--- src/perf_event_regs.vh ---
/*
 * Event codes, unit masks and field widths for the event selector.
 * Assumes the includer uses these as 8-bit compares.
 */
// What this block does
// - Count retired loads hitting fill buffer
// - Count translation-miss loads, excluding faulting ones
// - Translation misses: only cacheable, no prefetch
// - Count first float after packed-int
// - Count first packed-int after float
// - Count transitions both ways
// - Count every decoded instruction
// - Count decoder stall cycles, invert selected
// - Count microcode sequencer micro-ops
// - Count stack pointer folding instructions
// - Count stack pointer sync operations
// - Count flag stall cycles
// - Detect partial flag stall from flag masks
`ifndef PERF_EVENT_REGS_VH
`define PERF_EVENT_REGS_VH
`define EV_MEM_LOAD      8'hCB
`define EV_FP_PI_TRANS   8'hCC
`define EV_INST_DECODED  8'hD0
`define EV_UOPS_DECODED  8'hD1
`define EV_ALLOC_STALLS  8'hD2
`define UM_FILL_HIT      8'h40
`define UM_XLAT_MISS     8'h80
`define UM_TO_FLOAT      8'h01
`define UM_TO_PACKED     8'h02
`define UM_EITHER_WAY    8'h03
`define UM_DECODED       8'h01
`define UM_DEC_STALL     8'h01
`define UM_SEQ_UOPS      8'h02
`define UM_SP_FOLD       8'h04
`define UM_SP_SYNC       8'h08
`define UM_FLAG_STALL    8'h01
`define SEQ_UOP_LIMIT    4
`define FLAG_WIDTH       6
`define COUNT_WIDTH      48
`endif

--- src/partial_flag_detect.v ---
/*
 * Partial flag stall detector.
 * Assumes one flag writer and one flag reader slot per cycle, same clock.
 */
`default_nettype none
`include "perf_event_regs.vh"
module partial_flag_detect #(
	parameter FW = `FLAG_WIDTH
) (
	// Clock and reset
	input  wire          clk_i,
	input  wire          reset_i,
	// Flag writer
	input  wire          wr_valid_i,
	input  wire [FW-1:0] wr_mask_i,
	// Flag reader
	input  wire          rd_valid_i,
	input  wire [FW-1:0] rd_mask_i,
	// Result
	output reg           stall_o
);
	reg          partial_r;
	reg [FW-1:0] stale_r;
	wire         wr_partial;
	wire         hit;
	assign wr_partial = wr_valid_i && (wr_mask_i != {FW{1'b1}}) && (wr_mask_i != {FW{1'b0}});
	assign hit = rd_valid_i && partial_r && ((rd_mask_i & stale_r) != {FW{1'b0}});
	always @(posedge clk_i) begin
		if (reset_i) begin
			partial_r <= 1'b0;
			stale_r   <= {FW{1'b0}};
			stall_o   <= 1'b0;
		end else begin
			stall_o <= hit;
			// Only the next flag reader is judged against the last writer
			if (wr_valid_i) begin
				partial_r <= wr_partial;
				stale_r   <= ~wr_mask_i;
			end else if (rd_valid_i) begin
				partial_r <= 1'b0;
			end
		end
	end
endmodule
`default_nettype wire

--- src/core_perf_event_select.v ---
/*
 * Event selection and counter for one core performance counter.
 * Assumes pipeline strobes are single-cycle levels on CLK_I.
 */
`default_nettype none
`include "perf_event_regs.vh"
module core_perf_event_select #(
	parameter CW = `COUNT_WIDTH,
	parameter FW = `FLAG_WIDTH
) (
	// Clock and reset
	input  wire          CLK_I,
	input  wire          RESET_I,
	// Selection
	input  wire [7:0]    EVENT_CODE_I,
	input  wire [7:0]    UNIT_MASK_I,
	input  wire          INVERT_COMPARE_I,
	input  wire          COUNT_CLEAR_I,
	// Retired loads
	input  wire          LOAD_RETIRE_I,
	input  wire          LOAD_L1_MISS_I,
	input  wire          LOAD_FILL_BUFFER_HIT_I,
	input  wire          LOAD_XLAT_MISS_I,
	input  wire          LOAD_FAULT_I,
	input  wire          LOAD_CACHEABLE_I,
	input  wire          LOAD_SW_PREFETCH_I,
	// Floating / packed-int issue
	input  wire          FLOAT_INST_I,
	input  wire          PACKED_INT_INST_I,
	// Decoder
	input  wire          INST_DECODED_I,
	input  wire          DECODER_STALL_I,
	input  wire          SEQ_UOP_I,
	input  wire          SP_FOLD_I,
	input  wire          SP_SYNC_I,
	// Allocation stalls and flags
	input  wire          ALLOC_STALL_I,
	input  wire          FLAG_WR_VALID_I,
	input  wire [FW-1:0] FLAG_WR_MASK_I,
	input  wire          FLAG_RD_VALID_I,
	input  wire [FW-1:0] FLAG_RD_MASK_I,
	// Counter
	output reg  [CW-1:0] COUNT_O,
	output reg           INCREMENT_O
);
	//--------------------------------------------
	// Mode tracking
	//--------------------------------------------
	localparam ST_NONE   = 2'd0;
	localparam ST_FLOAT  = 2'd1;
	localparam ST_PACKED = 2'd2;
	reg  [1:0] mode_r;
	reg  [1:0] mode_nxt;
	reg        to_float;
	reg        to_packed;
	wire       flag_stall;
	reg        hit;
	always @* begin
		mode_nxt  = mode_r;
		to_float  = 1'b0;
		to_packed = 1'b0;
		case (mode_r)
			ST_NONE: begin
				if (FLOAT_INST_I)
					mode_nxt = ST_FLOAT;
				else if (PACKED_INT_INST_I)
					mode_nxt = ST_PACKED;
			end
			ST_FLOAT: begin
				if (PACKED_INT_INST_I) begin
					to_packed = 1'b1;
					mode_nxt  = ST_PACKED;
				end
			end
			ST_PACKED: begin
				if (FLOAT_INST_I) begin
					to_float = 1'b1;
					mode_nxt = ST_FLOAT;
				end
			end
			default: mode_nxt = ST_NONE;
		endcase
	end
	//--------------------------------------------
	// Flag stall detector
	//--------------------------------------------
	partial_flag_detect #(
		.FW (FW)
	) u_flag (
		.clk_i      (CLK_I),
		.reset_i    (RESET_I),
		.wr_valid_i (FLAG_WR_VALID_I),
		.wr_mask_i  (FLAG_WR_MASK_I),
		.rd_valid_i (FLAG_RD_VALID_I),
		.rd_mask_i  (FLAG_RD_MASK_I),
		.stall_o    (flag_stall)
	);
	//--------------------------------------------
	// Event selection
	//--------------------------------------------
	always @* begin
		hit = 1'b0;
		case (EVENT_CODE_I)
			`EV_MEM_LOAD: begin
				if (UNIT_MASK_I == `UM_FILL_HIT)
					hit = LOAD_RETIRE_I && LOAD_L1_MISS_I && LOAD_FILL_BUFFER_HIT_I;
				else if (UNIT_MASK_I == `UM_XLAT_MISS)
					hit = LOAD_RETIRE_I && LOAD_XLAT_MISS_I && !LOAD_FAULT_I &&
					      LOAD_CACHEABLE_I && !LOAD_SW_PREFETCH_I;
			end
			`EV_FP_PI_TRANS: begin
				if (UNIT_MASK_I == `UM_TO_FLOAT)
					hit = to_float;
				else if (UNIT_MASK_I == `UM_TO_PACKED)
					hit = to_packed;
				else if (UNIT_MASK_I == `UM_EITHER_WAY)
					hit = to_float || to_packed;
			end
			`EV_INST_DECODED: begin
				if (UNIT_MASK_I == `UM_DECODED)
					hit = INST_DECODED_I;
			end
			`EV_UOPS_DECODED: begin
				if (UNIT_MASK_I == `UM_DEC_STALL)
					hit = DECODER_STALL_I ^ INVERT_COMPARE_I;
				else if (UNIT_MASK_I == `UM_SEQ_UOPS)
					hit = SEQ_UOP_I;
				else if (UNIT_MASK_I == `UM_SP_FOLD)
					hit = SP_FOLD_I;
				else if (UNIT_MASK_I == `UM_SP_SYNC)
					hit = SP_SYNC_I;
			end
			`EV_ALLOC_STALLS: begin
				if (UNIT_MASK_I == `UM_FLAG_STALL)
					hit = ALLOC_STALL_I || flag_stall;
			end
			default: hit = 1'b0;
		endcase
	end
	//--------------------------------------------
	// Counter
	//--------------------------------------------
	always @(posedge CLK_I) begin
		if (RESET_I) begin
			mode_r      <= ST_NONE;
			COUNT_O     <= {CW{1'b0}};
			INCREMENT_O <= 1'b0;
		end else begin
			mode_r      <= mode_nxt;
			INCREMENT_O <= hit;
			// One per clock; clear with an increment loads 1
			if (hit)
				COUNT_O <= COUNT_CLEAR_I ? {{(CW-1){1'b0}}, 1'b1} : COUNT_O + 1'b1;
			else if (COUNT_CLEAR_I)
				COUNT_O <= {CW{1'b0}};
		end
	end
endmodule
`default_nettype wire

--- config.mk ---
export PLATFORM = sky130hd
export DESIGN_NAME = core_perf_event_select
export DESIGN_NICKNAME = d
export VERILOG_FILES = /design/src/partial_flag_detect.v /design/src/core_perf_event_select.v
export VERILOG_INCLUDE_DIRS = /design/src
export SDC_FILE = /design/constraint.sdc
export NUM_CORES = 1
export LEC_CHECK = 0
export ABC_CLOCK_PERIOD_IN_PS = 2300
export BUFFER_PORTS_ARGS = -buffer_cell sky130_fd_sc_hd__buf_2
export CORE_UTILIZATION = 46
export CTS_CLUSTER_SIZE = 16
export DETAILED_ROUTE_END_ITERATION = 8
export PLACE_DENSITY_LB_ADDON = 0.08
export SLEW_MARGIN = 20
export SYNTH_ARGS = -nofsm -noshare
export SYNTH_HDL_FRONTEND = slang
export SYNTH_HIERARCHICAL = 1
export SYNTH_SLANG_ARGS = --single-unit
--- constraint.sdc ---
create_clock -name CLK_I -period 2.3 [get_ports CLK_I]
set_input_delay 0.115 -clock CLK_I [delete_from_list [all_inputs] [get_ports CLK_I]]
set_output_delay 0.115 -clock CLK_I [all_outputs]
set_load 0.01 [all_outputs]
==> flow_summary.toml, run 1 <==
[run_status]
run_status = "complete, but fails checks"
failing_checks = "DRC, setup timing"

[cells_and_area]
layout.cell_area.non_filler_um2 = 4520
areaGrowthSynthToFinish_pct = 46.1
final_common_cell = "sky130_fd_sc_hd__buf_2"
fillCellCount = 559
final_layout_size_suffix_gt1_share_pct = 39.9
layout_common_cells = "sky130_fd_sc_hd__buf_2 (97), sky130_fd_sc_hd__dfxtp_1 (55), sky130_fd_sc_hd__buf_4 (52), sky130_fd_sc_hd__a21oi_1 (40), sky130_fd_sc_hd__or3_1 (28)"
total_inserted_antenna_cells = 0
num-nets-final = 574

[worst_setup_path]
r2r_start = "mode_r[0]$_SDFFE_PP0P_"
critPathCaptureType = "flop"
worstReg2RegEnd = "COUNT_O[42]$_SDFFE_PP0P_"
cp-endpoint = "COUNT_O[42]$_SDFFE_PP0P_"
worst_setup_path_start_kind = "flop"
cp_data_required_time_ns = 2.57
worstSetupPathDepth = 7
critical_path.top_delay_family = "compound AO/OA/AOI/OAI gates"
ff2ff_path_depth = 7
worstSetupPathType = "flop to flop"
regToRegSetupSlack_ns = -0.05
cp_slowest_cell = "sky130_fd_sc_hd__o311a_4"
timing.critical_path.slowest_cell_delay_ns = 0.45
critical_path.cell_chain = "nand4b_1 -> a2111oi_4 -> a21oi_4 -> o311a_4 -> buf_12 -> or3_1 -> a21oi_1"
crit_buf_inv = 1
critical_path.max_fanout = 12
timing.critical_path.from = "mode_r[0]$_SDFFE_PP0P_"
crit_arrival_ns = 2.61

[global_routing]
vias_in_the_first_global_route = 3265
pin_count_of_the_biggest_net_entering_global_routing = 27
wire_length_of_the_first_global_routing_pass_mm = 15.1
antenna_found_initial = 0
globalRouteOverflowTotal = 0
track_usage_pct = 26.7

[sta]
hold_slack_ns = 0.0302
timing.final.crit_share_pct = 102
finalCriticalPeriod_ns = 2.35
slew_headroom_pct = 59.6
totalNegativeSetupSlack_ns = -0.0742
worst_slew_pin_slew_ns = 0.606
clock-skew-final_ns = 0.00894
grt_setup_unrepaired = "true"
fmax_ghz = 0.426
report.final.slew_viol_count = 0
finalSetupViolCount = 4
report.final.hold_viol_count = 0
setup_slack_ns = -0.0487

[cts]
tritoncts = "built"
clk_transition_reported_paths_ns = 0.07
tritoncts.num_buffers = 9
cts_max_level = 3
cts_max_path_buffers = 2
tritoncts_num_sinks = 59
worst_skew_pair.late_latency_ns = 0.35
ctsRootBufferMaster = "sky130_fd_sc_hd__clkbuf_8"

[job]
drv.max_cap_violation_count = 0

[synth]
synthDistinctLibCells = 47
seq_area_frac_synth_pct = 38.2
synth.net_count = 424
synth_edf_count = 0
mean_syn_cell_area_um2 = 8.27
yosys_most_used_dff = "sky130_fd_sc_hd__dfxtp_1"
syn_inst = 374
ys_async_sr_fraction_pct = 0
netlist_area_before_placement_um2 = 3090
yosys_register_bits = 59
synth_largest_area_cell = "sky130_fd_sc_hd__dfxtp_1"
synthTopCellsByArea = "sky130_fd_sc_hd__dfxtp_1 (38%), sky130_fd_sc_hd__a21oi_1 (7.8%), sky130_fd_sc_hd__or4_1 (6.3%)"
yosys.area.top_type_share_pct = 38.2
ys.warnings.count = 6

[placement]
dp_slack_ns = -0.261
dp_hpwl_mm = 6.13
post_dp_cell_area_um2 = 3940
io_buffer_count = 97
gp_congestion = 0.805

[detailed_routing]
finalWirelength_mm = 10.1
vias_per_cell = 6.14
total_via_count_after_detailed_routing = 3721
wl_per_cell_um = 16.6
drc = 13
drt_iter0_drc = 385
detail-route-antenna-nets = 0
first_pass_iters = 7

[floorplanning]
placeableCoreArea_um2 = 6420
boundaryPins = 98
dieWidth_um = 84.0
die_height_um = 84.0
floorplan.initialDensity_pct = 48.1
num_rows = 29
floorplan.die_area_um2 = 7050

[hold_path]
holdCritPathClass = "input pin to flop"

[power_and_ir_drop]
max-vdd-ir-drop_mv = 0.540
power_density_nw_per_um2 = 490
power_leakage_nw = 1.70
-- logic make-up (layout without fill, tap and decap cells) --
| kind of cell | count (synthesis) | in the layout | share of synthesized area (%) |
|---|---|---|---|
| flops | 59 | 59 | 38.2 |
| mux | 1 | 1 | 0.324 |
| simple gates | 171 | 171 | 33.9 |
| compound gates | 113 | 119 | 22.5 |
| buf+inv | 27 | 176 | 4.13 |
| xor+xnor | 2 | 2 | 0.567 |
| fa+ha+maj | 1 | 1 | 0.405 |
-- routing by layer --
metal	wire, um	track usage [%]	vias to the layer above
li1	-	-	1793
met1	4390	34.6	1756
met2	4750	43.8	153
met3	773	5.93	19
met4	161	9.09	0
met5	0	0	-
-- report_power, final --
group          internal (W)  switching, W
registers           0.00103    0.00000591
logic             0.0000712     0.0000697
clock network      0.000603      0.000430
-- area by class of cell --
cell class / count / area (um^2) / share of cell area [%]
multi-input cells: 294 / 2000 / 44.3
flip-flops and latches: 59 / 1190 / 26.3
repair buffers: 159 / 1020 / 22.6
clock buffers: 10 / 128 / 2.83
well taps: 77 / 96.3 / 2.13
clock inverters: 6 / 80.1 / 1.77
inverters: 1 / 3.75 / 0.0831
-- worst min-delay path, delay by kind of cell --
family                 cells  cell delay, ns
buffers and inverters      1            0.10
AOI/OAI and AO/OA          1            0.05
and+or+nand+nor            1            0.06
-- worst min path at each step --
stage / end / start / slack [ns] / cells past startpoint
global placement: u_flag/stale_r[4]$_SDFFE_PP0P_ / FLAG_WR_MASK_I[4] / 0.33 / 2
finish: u_flag/stall_o$_SDFF_PP0_ / FLAG_RD_VALID_I / 0.03 / 3
floorplan: COUNT_O[0]$_SDFFE_PP0P_ / RESET_I / 0.19 / 1
global route: u_flag/stall_o$_SDFF_PP0_ / FLAG_RD_VALID_I / 0.04 / 3
detailed placement: u_flag/stale_r[3]$_SDFFE_PP0P_ / FLAG_WR_MASK_I[3] / 0.33 / 2
CTS: u_flag/stall_o$_SDFF_PP0_ / FLAG_RD_VALID_I / 0.02 / 3
-- metrics by stage --
stage	power, W	utilization [%]	std cells
final	0.00221	70.3	606
after floorplan	0.00111	-	374
after CTS	0.00220	66.0	594
after global placement	0.00118	61.4	571
after detailed placement	0.00118	61.4	571
after global routing	0.00227	70.3	606
-- cells in the mapped netlist, types with 7 or more instances --
| library cell | n |
|---|---|
| sky130_fd_sc_hd__dfxtp_1 | 59 |
| sky130_fd_sc_hd__and4_1 | 7 |
| sky130_fd_sc_hd__a211oi_1 | 7 |
| sky130_fd_sc_hd__nand4_1 | 12 |
| sky130_fd_sc_hd__nor2_1 | 14 |
| sky130_fd_sc_hd__a21oi_1 | 48 |
| sky130_fd_sc_hd__or3_1 | 29 |
| sky130_fd_sc_hd__o21ai_0 | 24 |
| sky130_fd_sc_hd__or4_1 | 26 |
| sky130_fd_sc_hd__clkbuf_1 | 18 |
| sky130_fd_sc_hd__o31ai_1 | 22 |
| sky130_fd_sc_hd__nand2_1 | 17 |
| sky130_fd_sc_hd__nand3_1 | 23 |
-- what timing repair did --
| item | 4_1_cts | 5_1_grt |
|---|---|---|
| endpoints found under the hold margin | 6 | 0 |
| pin swaps | 1 | 35 |
| hold buffers | 6 | 0 |
| resized for setup | 3 | 36 |
| cloned | 1 | 6 |
| setup endpoints to repair | 15 | 44 |
| setup buffers | 0 | 6 |
-- state kept, by name, summed over array words and instances, names as in the netlist --
register / count
u_flag/stale_r: 6
mode_r: 2
u_flag/stall_o: 1
u_flag/partial_r: 1
INCREMENT_O: 1
COUNT_O: 48
No activity file was read; power rests on OpenSTA's default activity.
==> run 2, diff against run 1 <==
--- a/config.mk
+++ b/config.mk
@@ -17,3 +17,4 @@
 export SYNTH_HDL_FRONTEND = slang
 export SYNTH_HIERARCHICAL = 1
 export SYNTH_SLANG_ARGS = --single-unit
+export TNS_END_PERCENT = 30
==> flow_summary.toml, run 2 (synthesized netlist as in run 1, its figures left out) <==
[worst_setup_path]
critical_path.top_delay_family = "simple AND/OR/NAND/NOR gates"
cp_data_required_time_ns = 2.57
cp_slowest_cell = "sky130_fd_sc_hd__or4_4"
worst_setup_path_start_kind = "flop"
timing.critical_path.slowest_cell_delay_ns = 0.61
critical_path.most_common_cell = "sky130_fd_sc_hd__or3_1"
crit_buf_inv = 0
critical_path.max_fanout = 7
critPathCaptureType = "flop"
crit_arrival_ns = 2.60
critical_path.cell_chain = "and4_4 -> nand2_2 -> or4_4 -> or3_1 -> or3_1 -> a21oi_1"
worstSetupPathType = "flop to flop"

[placement]
post_dp_cell_area_um2 = 3940
dp_slack_ns = -0.261
dp_hpwl_mm = 6.13
gp_congestion = 0.805
io_buffer_count = 97

[cts]
cts_max_level = 3
tritoncts_num_sinks = 59
cts_max_path_buffers = 2
tritoncts = "built"
tritoncts.num_buffers = 9
worst_skew_pair.late_latency_ns = 0.34
ctsRootBufferMaster = "sky130_fd_sc_hd__clkbuf_8"
clk_transition_reported_paths_ns = 0.07

[detailed_routing]
drt_iter0_drc = 317
wl_per_cell_um = 16.7
finalWirelength_mm = 10.1
detail-route-antenna-nets = 0
total_via_count_after_detailed_routing = 3767
first_pass_iters = 8
vias_per_cell = 6.22
drc = 14

[cells_and_area]
total_inserted_antenna_cells = 0
num-nets-final = 574
final-seq-area_um2 = 1190
final_common_cell = "sky130_fd_sc_hd__buf_2"
max_ffs_per_register = 48
layout.cell_area.non_filler_um2 = 4520
layout_common_cells = "sky130_fd_sc_hd__buf_2 (97), sky130_fd_sc_hd__dfxtp_1 (55), sky130_fd_sc_hd__buf_4 (52), sky130_fd_sc_hd__a21oi_1 (40), sky130_fd_sc_hd__or3_1 (28)"
biggest_registers_after_layout = "COUNT_O x48, u_flag/stale_r x6, mode_r x2"
regMostFlops = "COUNT_O"
areaGrowthSynthToFinish_pct = 46.1
multiInputGateArea_um2 = 2000
final_layout_size_suffix_gt1_share_pct = 39.9
postLayoutCoreUtil_pct = 70.3
fillCellCount = 559

[sta]
finalSetupViolCount = 4
worst_slew_pin_slew_ns = 0.599
clock-skew-final_ns = 0.00812
fmax_ghz = 0.429
report.final.hold_viol_count = 0
report.final.slew_viol_count = 0
totalNegativeSetupSlack_ns = -0.0488
grt_setup_unrepaired = "true"
timing.final.crit_share_pct = 101
hold_slack_ns = 0.0317
finalCriticalPeriod_ns = 2.33
slew_headroom_pct = 60.1
setup_slack_ns = -0.0306

[run_status]
run_status = "complete, but fails checks"
failing_checks = "DRC, setup timing"

[global_routing]
vias_in_the_first_global_route = 3265
wire_length_of_the_first_global_routing_pass_mm = 15.1
antenna_found_initial = 0
globalRouteOverflowTotal = 0
pin_count_of_the_biggest_net_entering_global_routing = 27
track_usage_pct = 26.7

[floorplanning]
num_rows = 29
floorplan.initialDensity_pct = 48.1
die_height_um = 84.0
floorplan.die_area_um2 = 7050
dieWidth_um = 84.0
boundaryPins = 98
placeableCoreArea_um2 = 6420

[power_and_ir_drop]
max-vdd-ir-drop_mv = 0.542
power_leakage_nw = 1.70
power_density_nw_per_um2 = 490

[job]
drv.max_cap_violation_count = 0

[hold_path]
holdCritPathClass = "input pin to flop"
[run 2: cell counts in the layout (fill, tap and decap cells not counted)]
Identical to the previous run, type by type.
[run 2: per-layer routing]
metal / wire, um / track usage (%) / part of all wire [%]
met5: 0 / 0 / 0
met1: 4460 / 34.6 / 44
met2: 4800 / 43.8 / 47
met3: 742 / 5.93 / 7.3
met4: 150 / 9.09 / 1.5
[run 2: area by class of cell]
type | count | area share [%]
inverter | 1 | 0.0831
multi-input combinational | 294 | 44.3
sequential | 59 | 26.3
clock inverter | 6 | 1.77
tap | 77 | 2.13
timing repair buffer | 159 | 22.6
clock buffer | 10 | 2.83
[run 2: power by group]
| group | switching [W] | internal [W] | leakage (nW) |
|---|---|---|---|
| registers | 0.00000593 | 0.00103 | 0.479 |
| logic | 0.0000701 | 0.0000712 | 1.11 |
| clock network | 0.000429 | 0.000603 | 0.110 |
| total | 0.000505 | 0.00171 | 1.70 |
[run 2: what timing repair did]
action,in CTS,in global routing
endpoints found under the setup margin,15,44
pin swaps,1,40
resized for setup,3,36
cloned,1,6
hold buffers,6,0
endpoints found under the hold margin,6,0
setup buffers,0,6
[run 2: worst reg2reg max path, delay by kind of cell, from the launching register on]
kind / cells / cell delay (ns)
AND/OR/NAND/NOR: 5 / 1.75
AO/OA/AOI/OAI: 1 / 0.16
flip-flops: 1 / 0.35
[run 2: final timing paths]
check | start | cells past startpoint | to | slack (ns)
setup / recovery | COUNT_O[15]$_SDFFE_PP0P_ | 6 | COUNT_O[42]$_SDFFE_PP0P_ | -0.03
hold / removal | FLAG_RD_VALID_I | 3 | u_flag/stall_o$_SDFF_PP0_ | 0.03
setup reg to reg | COUNT_O[15]$_SDFFE_PP0P_ | 6 | COUNT_O[42]$_SDFFE_PP0P_ | -0.03
hold reg to reg | u_flag/partial_r$_SDFFE_PP0P_ | 2 | u_flag/stall_o$_SDFF_PP0_ | 0.46
[run 2: through the flow]
| stage | power (W) | std cells |
|---|---|---|
| finish | 0.00221 | 606 |
| global route | 0.00227 | 606 |
| CTS | 0.00220 | 594 |
| detailed placement | 0.00118 | 571 |
| global placement | 0.00118 | 571 |
| floorplan | 0.00111 | 374 |
==> run 3, diff against run 2 <==
--- a/config.mk
+++ b/config.mk
@@ -7,7 +7,7 @@
 export NUM_CORES = 1
 export LEC_CHECK = 0
 export ABC_CLOCK_PERIOD_IN_PS = 2300
-export BUFFER_PORTS_ARGS = -buffer_cell sky130_fd_sc_hd__buf_2
+export BUFFER_PORTS_ARGS = -buffer_cell sky130_fd_sc_hd__clkbuf_2
 export CORE_UTILIZATION = 46
 export CTS_CLUSTER_SIZE = 16
 export DETAILED_ROUTE_END_ITERATION = 8
==> flow_summary.toml, run 3 (synthesized netlist as in run 1, its figures left out) <==
[sta]
worst_slew_pin_slew_ns = 0.494
setup_slack_ns = -0.00731
report.final.hold_viol_count = 0
finalCriticalPeriod_ns = 2.31
clock-skew-final_ns = 0.0120
fmax_ghz = 0.433
slew_headroom_pct = 66.8
grt_setup_unrepaired = "true"
totalNegativeSetupSlack_ns = -0.0138
report.final.slew_viol_count = 0
timing.final.crit_share_pct = 100
hold_slack_ns = 0.0143
finalSetupViolCount = 2

[global_routing]
vias_in_the_first_global_route = 3154
globalRouteOverflowTotal = 0
pin_count_of_the_biggest_net_entering_global_routing = 52
track_usage_pct = 25.5
antenna_found_initial = 0
wire_length_of_the_first_global_routing_pass_mm = 14.4

[cells_and_area]
layout_common_cells = "sky130_fd_sc_hd__clkbuf_2 (97), sky130_fd_sc_hd__dfxtp_1 (53), sky130_fd_sc_hd__a21oi_1 (47), sky130_fd_sc_hd__buf_4 (43), sky130_fd_sc_hd__or3_1 (28)"
max_ffs_per_register = 48
final_common_cell = "sky130_fd_sc_hd__clkbuf_2"
final_layout_size_suffix_gt1_share_pct = 35.6
biggest_registers_after_layout = "COUNT_O x48, u_flag/stale_r x6, mode_r x2"
num-nets-final = 563
regMostFlops = "COUNT_O"
fillCellCount = 562
areaGrowthSynthToFinish_pct = 38.5
postLayoutCoreUtil_pct = 66.7
total_inserted_antenna_cells = 0

[worst_setup_path]
critPathCaptureType = "flop"
critical_path.most_common_cell = "sky130_fd_sc_hd__or3_1"
cp_data_required_time_ns = 2.58
worstSetupPathType = "flop to flop"
cp_slowest_cell = "sky130_fd_sc_hd__or4_4"
worst_setup_path_start_kind = "flop"
critical_path.cell_chain = "and4_4 -> nand4_1 -> or4_4 -> buf_6 -> or3_1 -> or3_1 -> a21oi_1"
timing.critical_path.slowest_cell_delay_ns = 0.48
critical_path.max_fanout = 12
crit_arrival_ns = 2.59

[cts]
ctsRootBufferMaster = "sky130_fd_sc_hd__clkbuf_8"
clk_transition_reported_paths_ns = 0.07
worst_skew_pair.late_latency_ns = 0.35
cts_max_path_buffers = 2
tritoncts_num_sinks = 59
tritoncts.num_buffers = 9
tritoncts = "built"
cts_max_level = 3

[placement]
dp_slack_ns = -0.162
gp_congestion = 0.814
io_buffer_count = 97
dp_hpwl_mm = 5.96

[floorplanning]
num_rows = 29
floorplan.die_area_um2 = 7050
dieWidth_um = 84.0
boundaryPins = 98
die_height_um = 84.0
placeableCoreArea_um2 = 6420
floorplan.initialDensity_pct = 48.1

[run_status]
run_status = "complete, but fails checks"
failing_checks = "DRC, setup timing"

[job]
drv.max_cap_violation_count = 0

[detailed_routing]
vias_per_cell = 5.99
detail-route-antenna-nets = 0
first_pass_iters = 6
drt_iter0_drc = 268
drc = 13
total_via_count_after_detailed_routing = 3557
finalWirelength_mm = 9.35
wl_per_cell_um = 15.7

[power_and_ir_drop]
max-vdd-ir-drop_mv = 0.328
total_power_w = 0.00199
power_density_nw_per_um2 = 464
power_leakage_nw = 1.57

[hold_path]
holdCritPathClass = "input pin to flop"
## run 3: where the power goes
part           internal [W]  switching [W]  total (W)
registers           0.00103     0.00000629    0.00104
logic             0.0000689      0.0000667   0.000136
clock network      0.000409       0.000404   0.000813
## run 3: metal layers
metal  global-route usage [%]  share of wire, %
met5                        0                 0
met4                     8.78               2.0
met3                     6.03               6.1
met2                     42.0                47
met1                     32.7                45
## run 3: metrics by stage
stage                     instance area [um^2]  instances
after floorplan                           3090        374
after global placement                    3940        569
after detailed placement                  3940        569
after CTS                                 4170        590
after global routing                      4280        594
final                                     4280        594
## run 3: worst max-delay path, delay by kind of cell, from the launching register on
kind	cells	cell delay (ns)
AND/OR/NAND/NOR	5	1.60
buffers and inverters	1	0.16
AO/OA/AOI/OAI	1	0.14
flip-flops	1	0.33
## run 3: cell type report
| type | count | area, um^2 | area share (%) |
|---|---|---|---|
| Multi-Input combinational cell | 291 | 1880 | 44.0 |
| Sequential cell | 59 | 1190 | 27.8 |
| Timing Repair Buffer | 151 | 951 | 22.2 |
| Clock buffer | 12 | 145 | 3.39 |
| Tap cell | 77 | 96.3 | 2.25 |
| Clock inverter | 3 | 15.0 | 0.351 |
| Inverter | 1 | 3.75 | 0.0876 |
## run 3: final timing paths
kind | start | end | slack [ns] | cells after the start
hold reg to reg | u_flag/partial_r$_SDFFE_PP0P_ | u_flag/stall_o$_SDFF_PP0_ | 0.46 | 2
setup reg to reg | COUNT_O[19]$_SDFFE_PP0P_ | COUNT_O[42]$_SDFFE_PP0P_ | -0.007 | 7
hold / removal | FLAG_RD_VALID_I | u_flag/stall_o$_SDFF_PP0_ | 0.01 | 3
setup / recovery | COUNT_O[19]$_SDFFE_PP0P_ | COUNT_O[42]$_SDFFE_PP0P_ | -0.007 | 7
## run 3: repair_timing
item	4_1_cts	5_1_grt
hold buffers	6	0
setup buffers	0	1
resized for setup	3	16
pin swaps	7	4
hold endpoints to repair	6	0
cloned	0	3
setup endpoints to repair	31	43
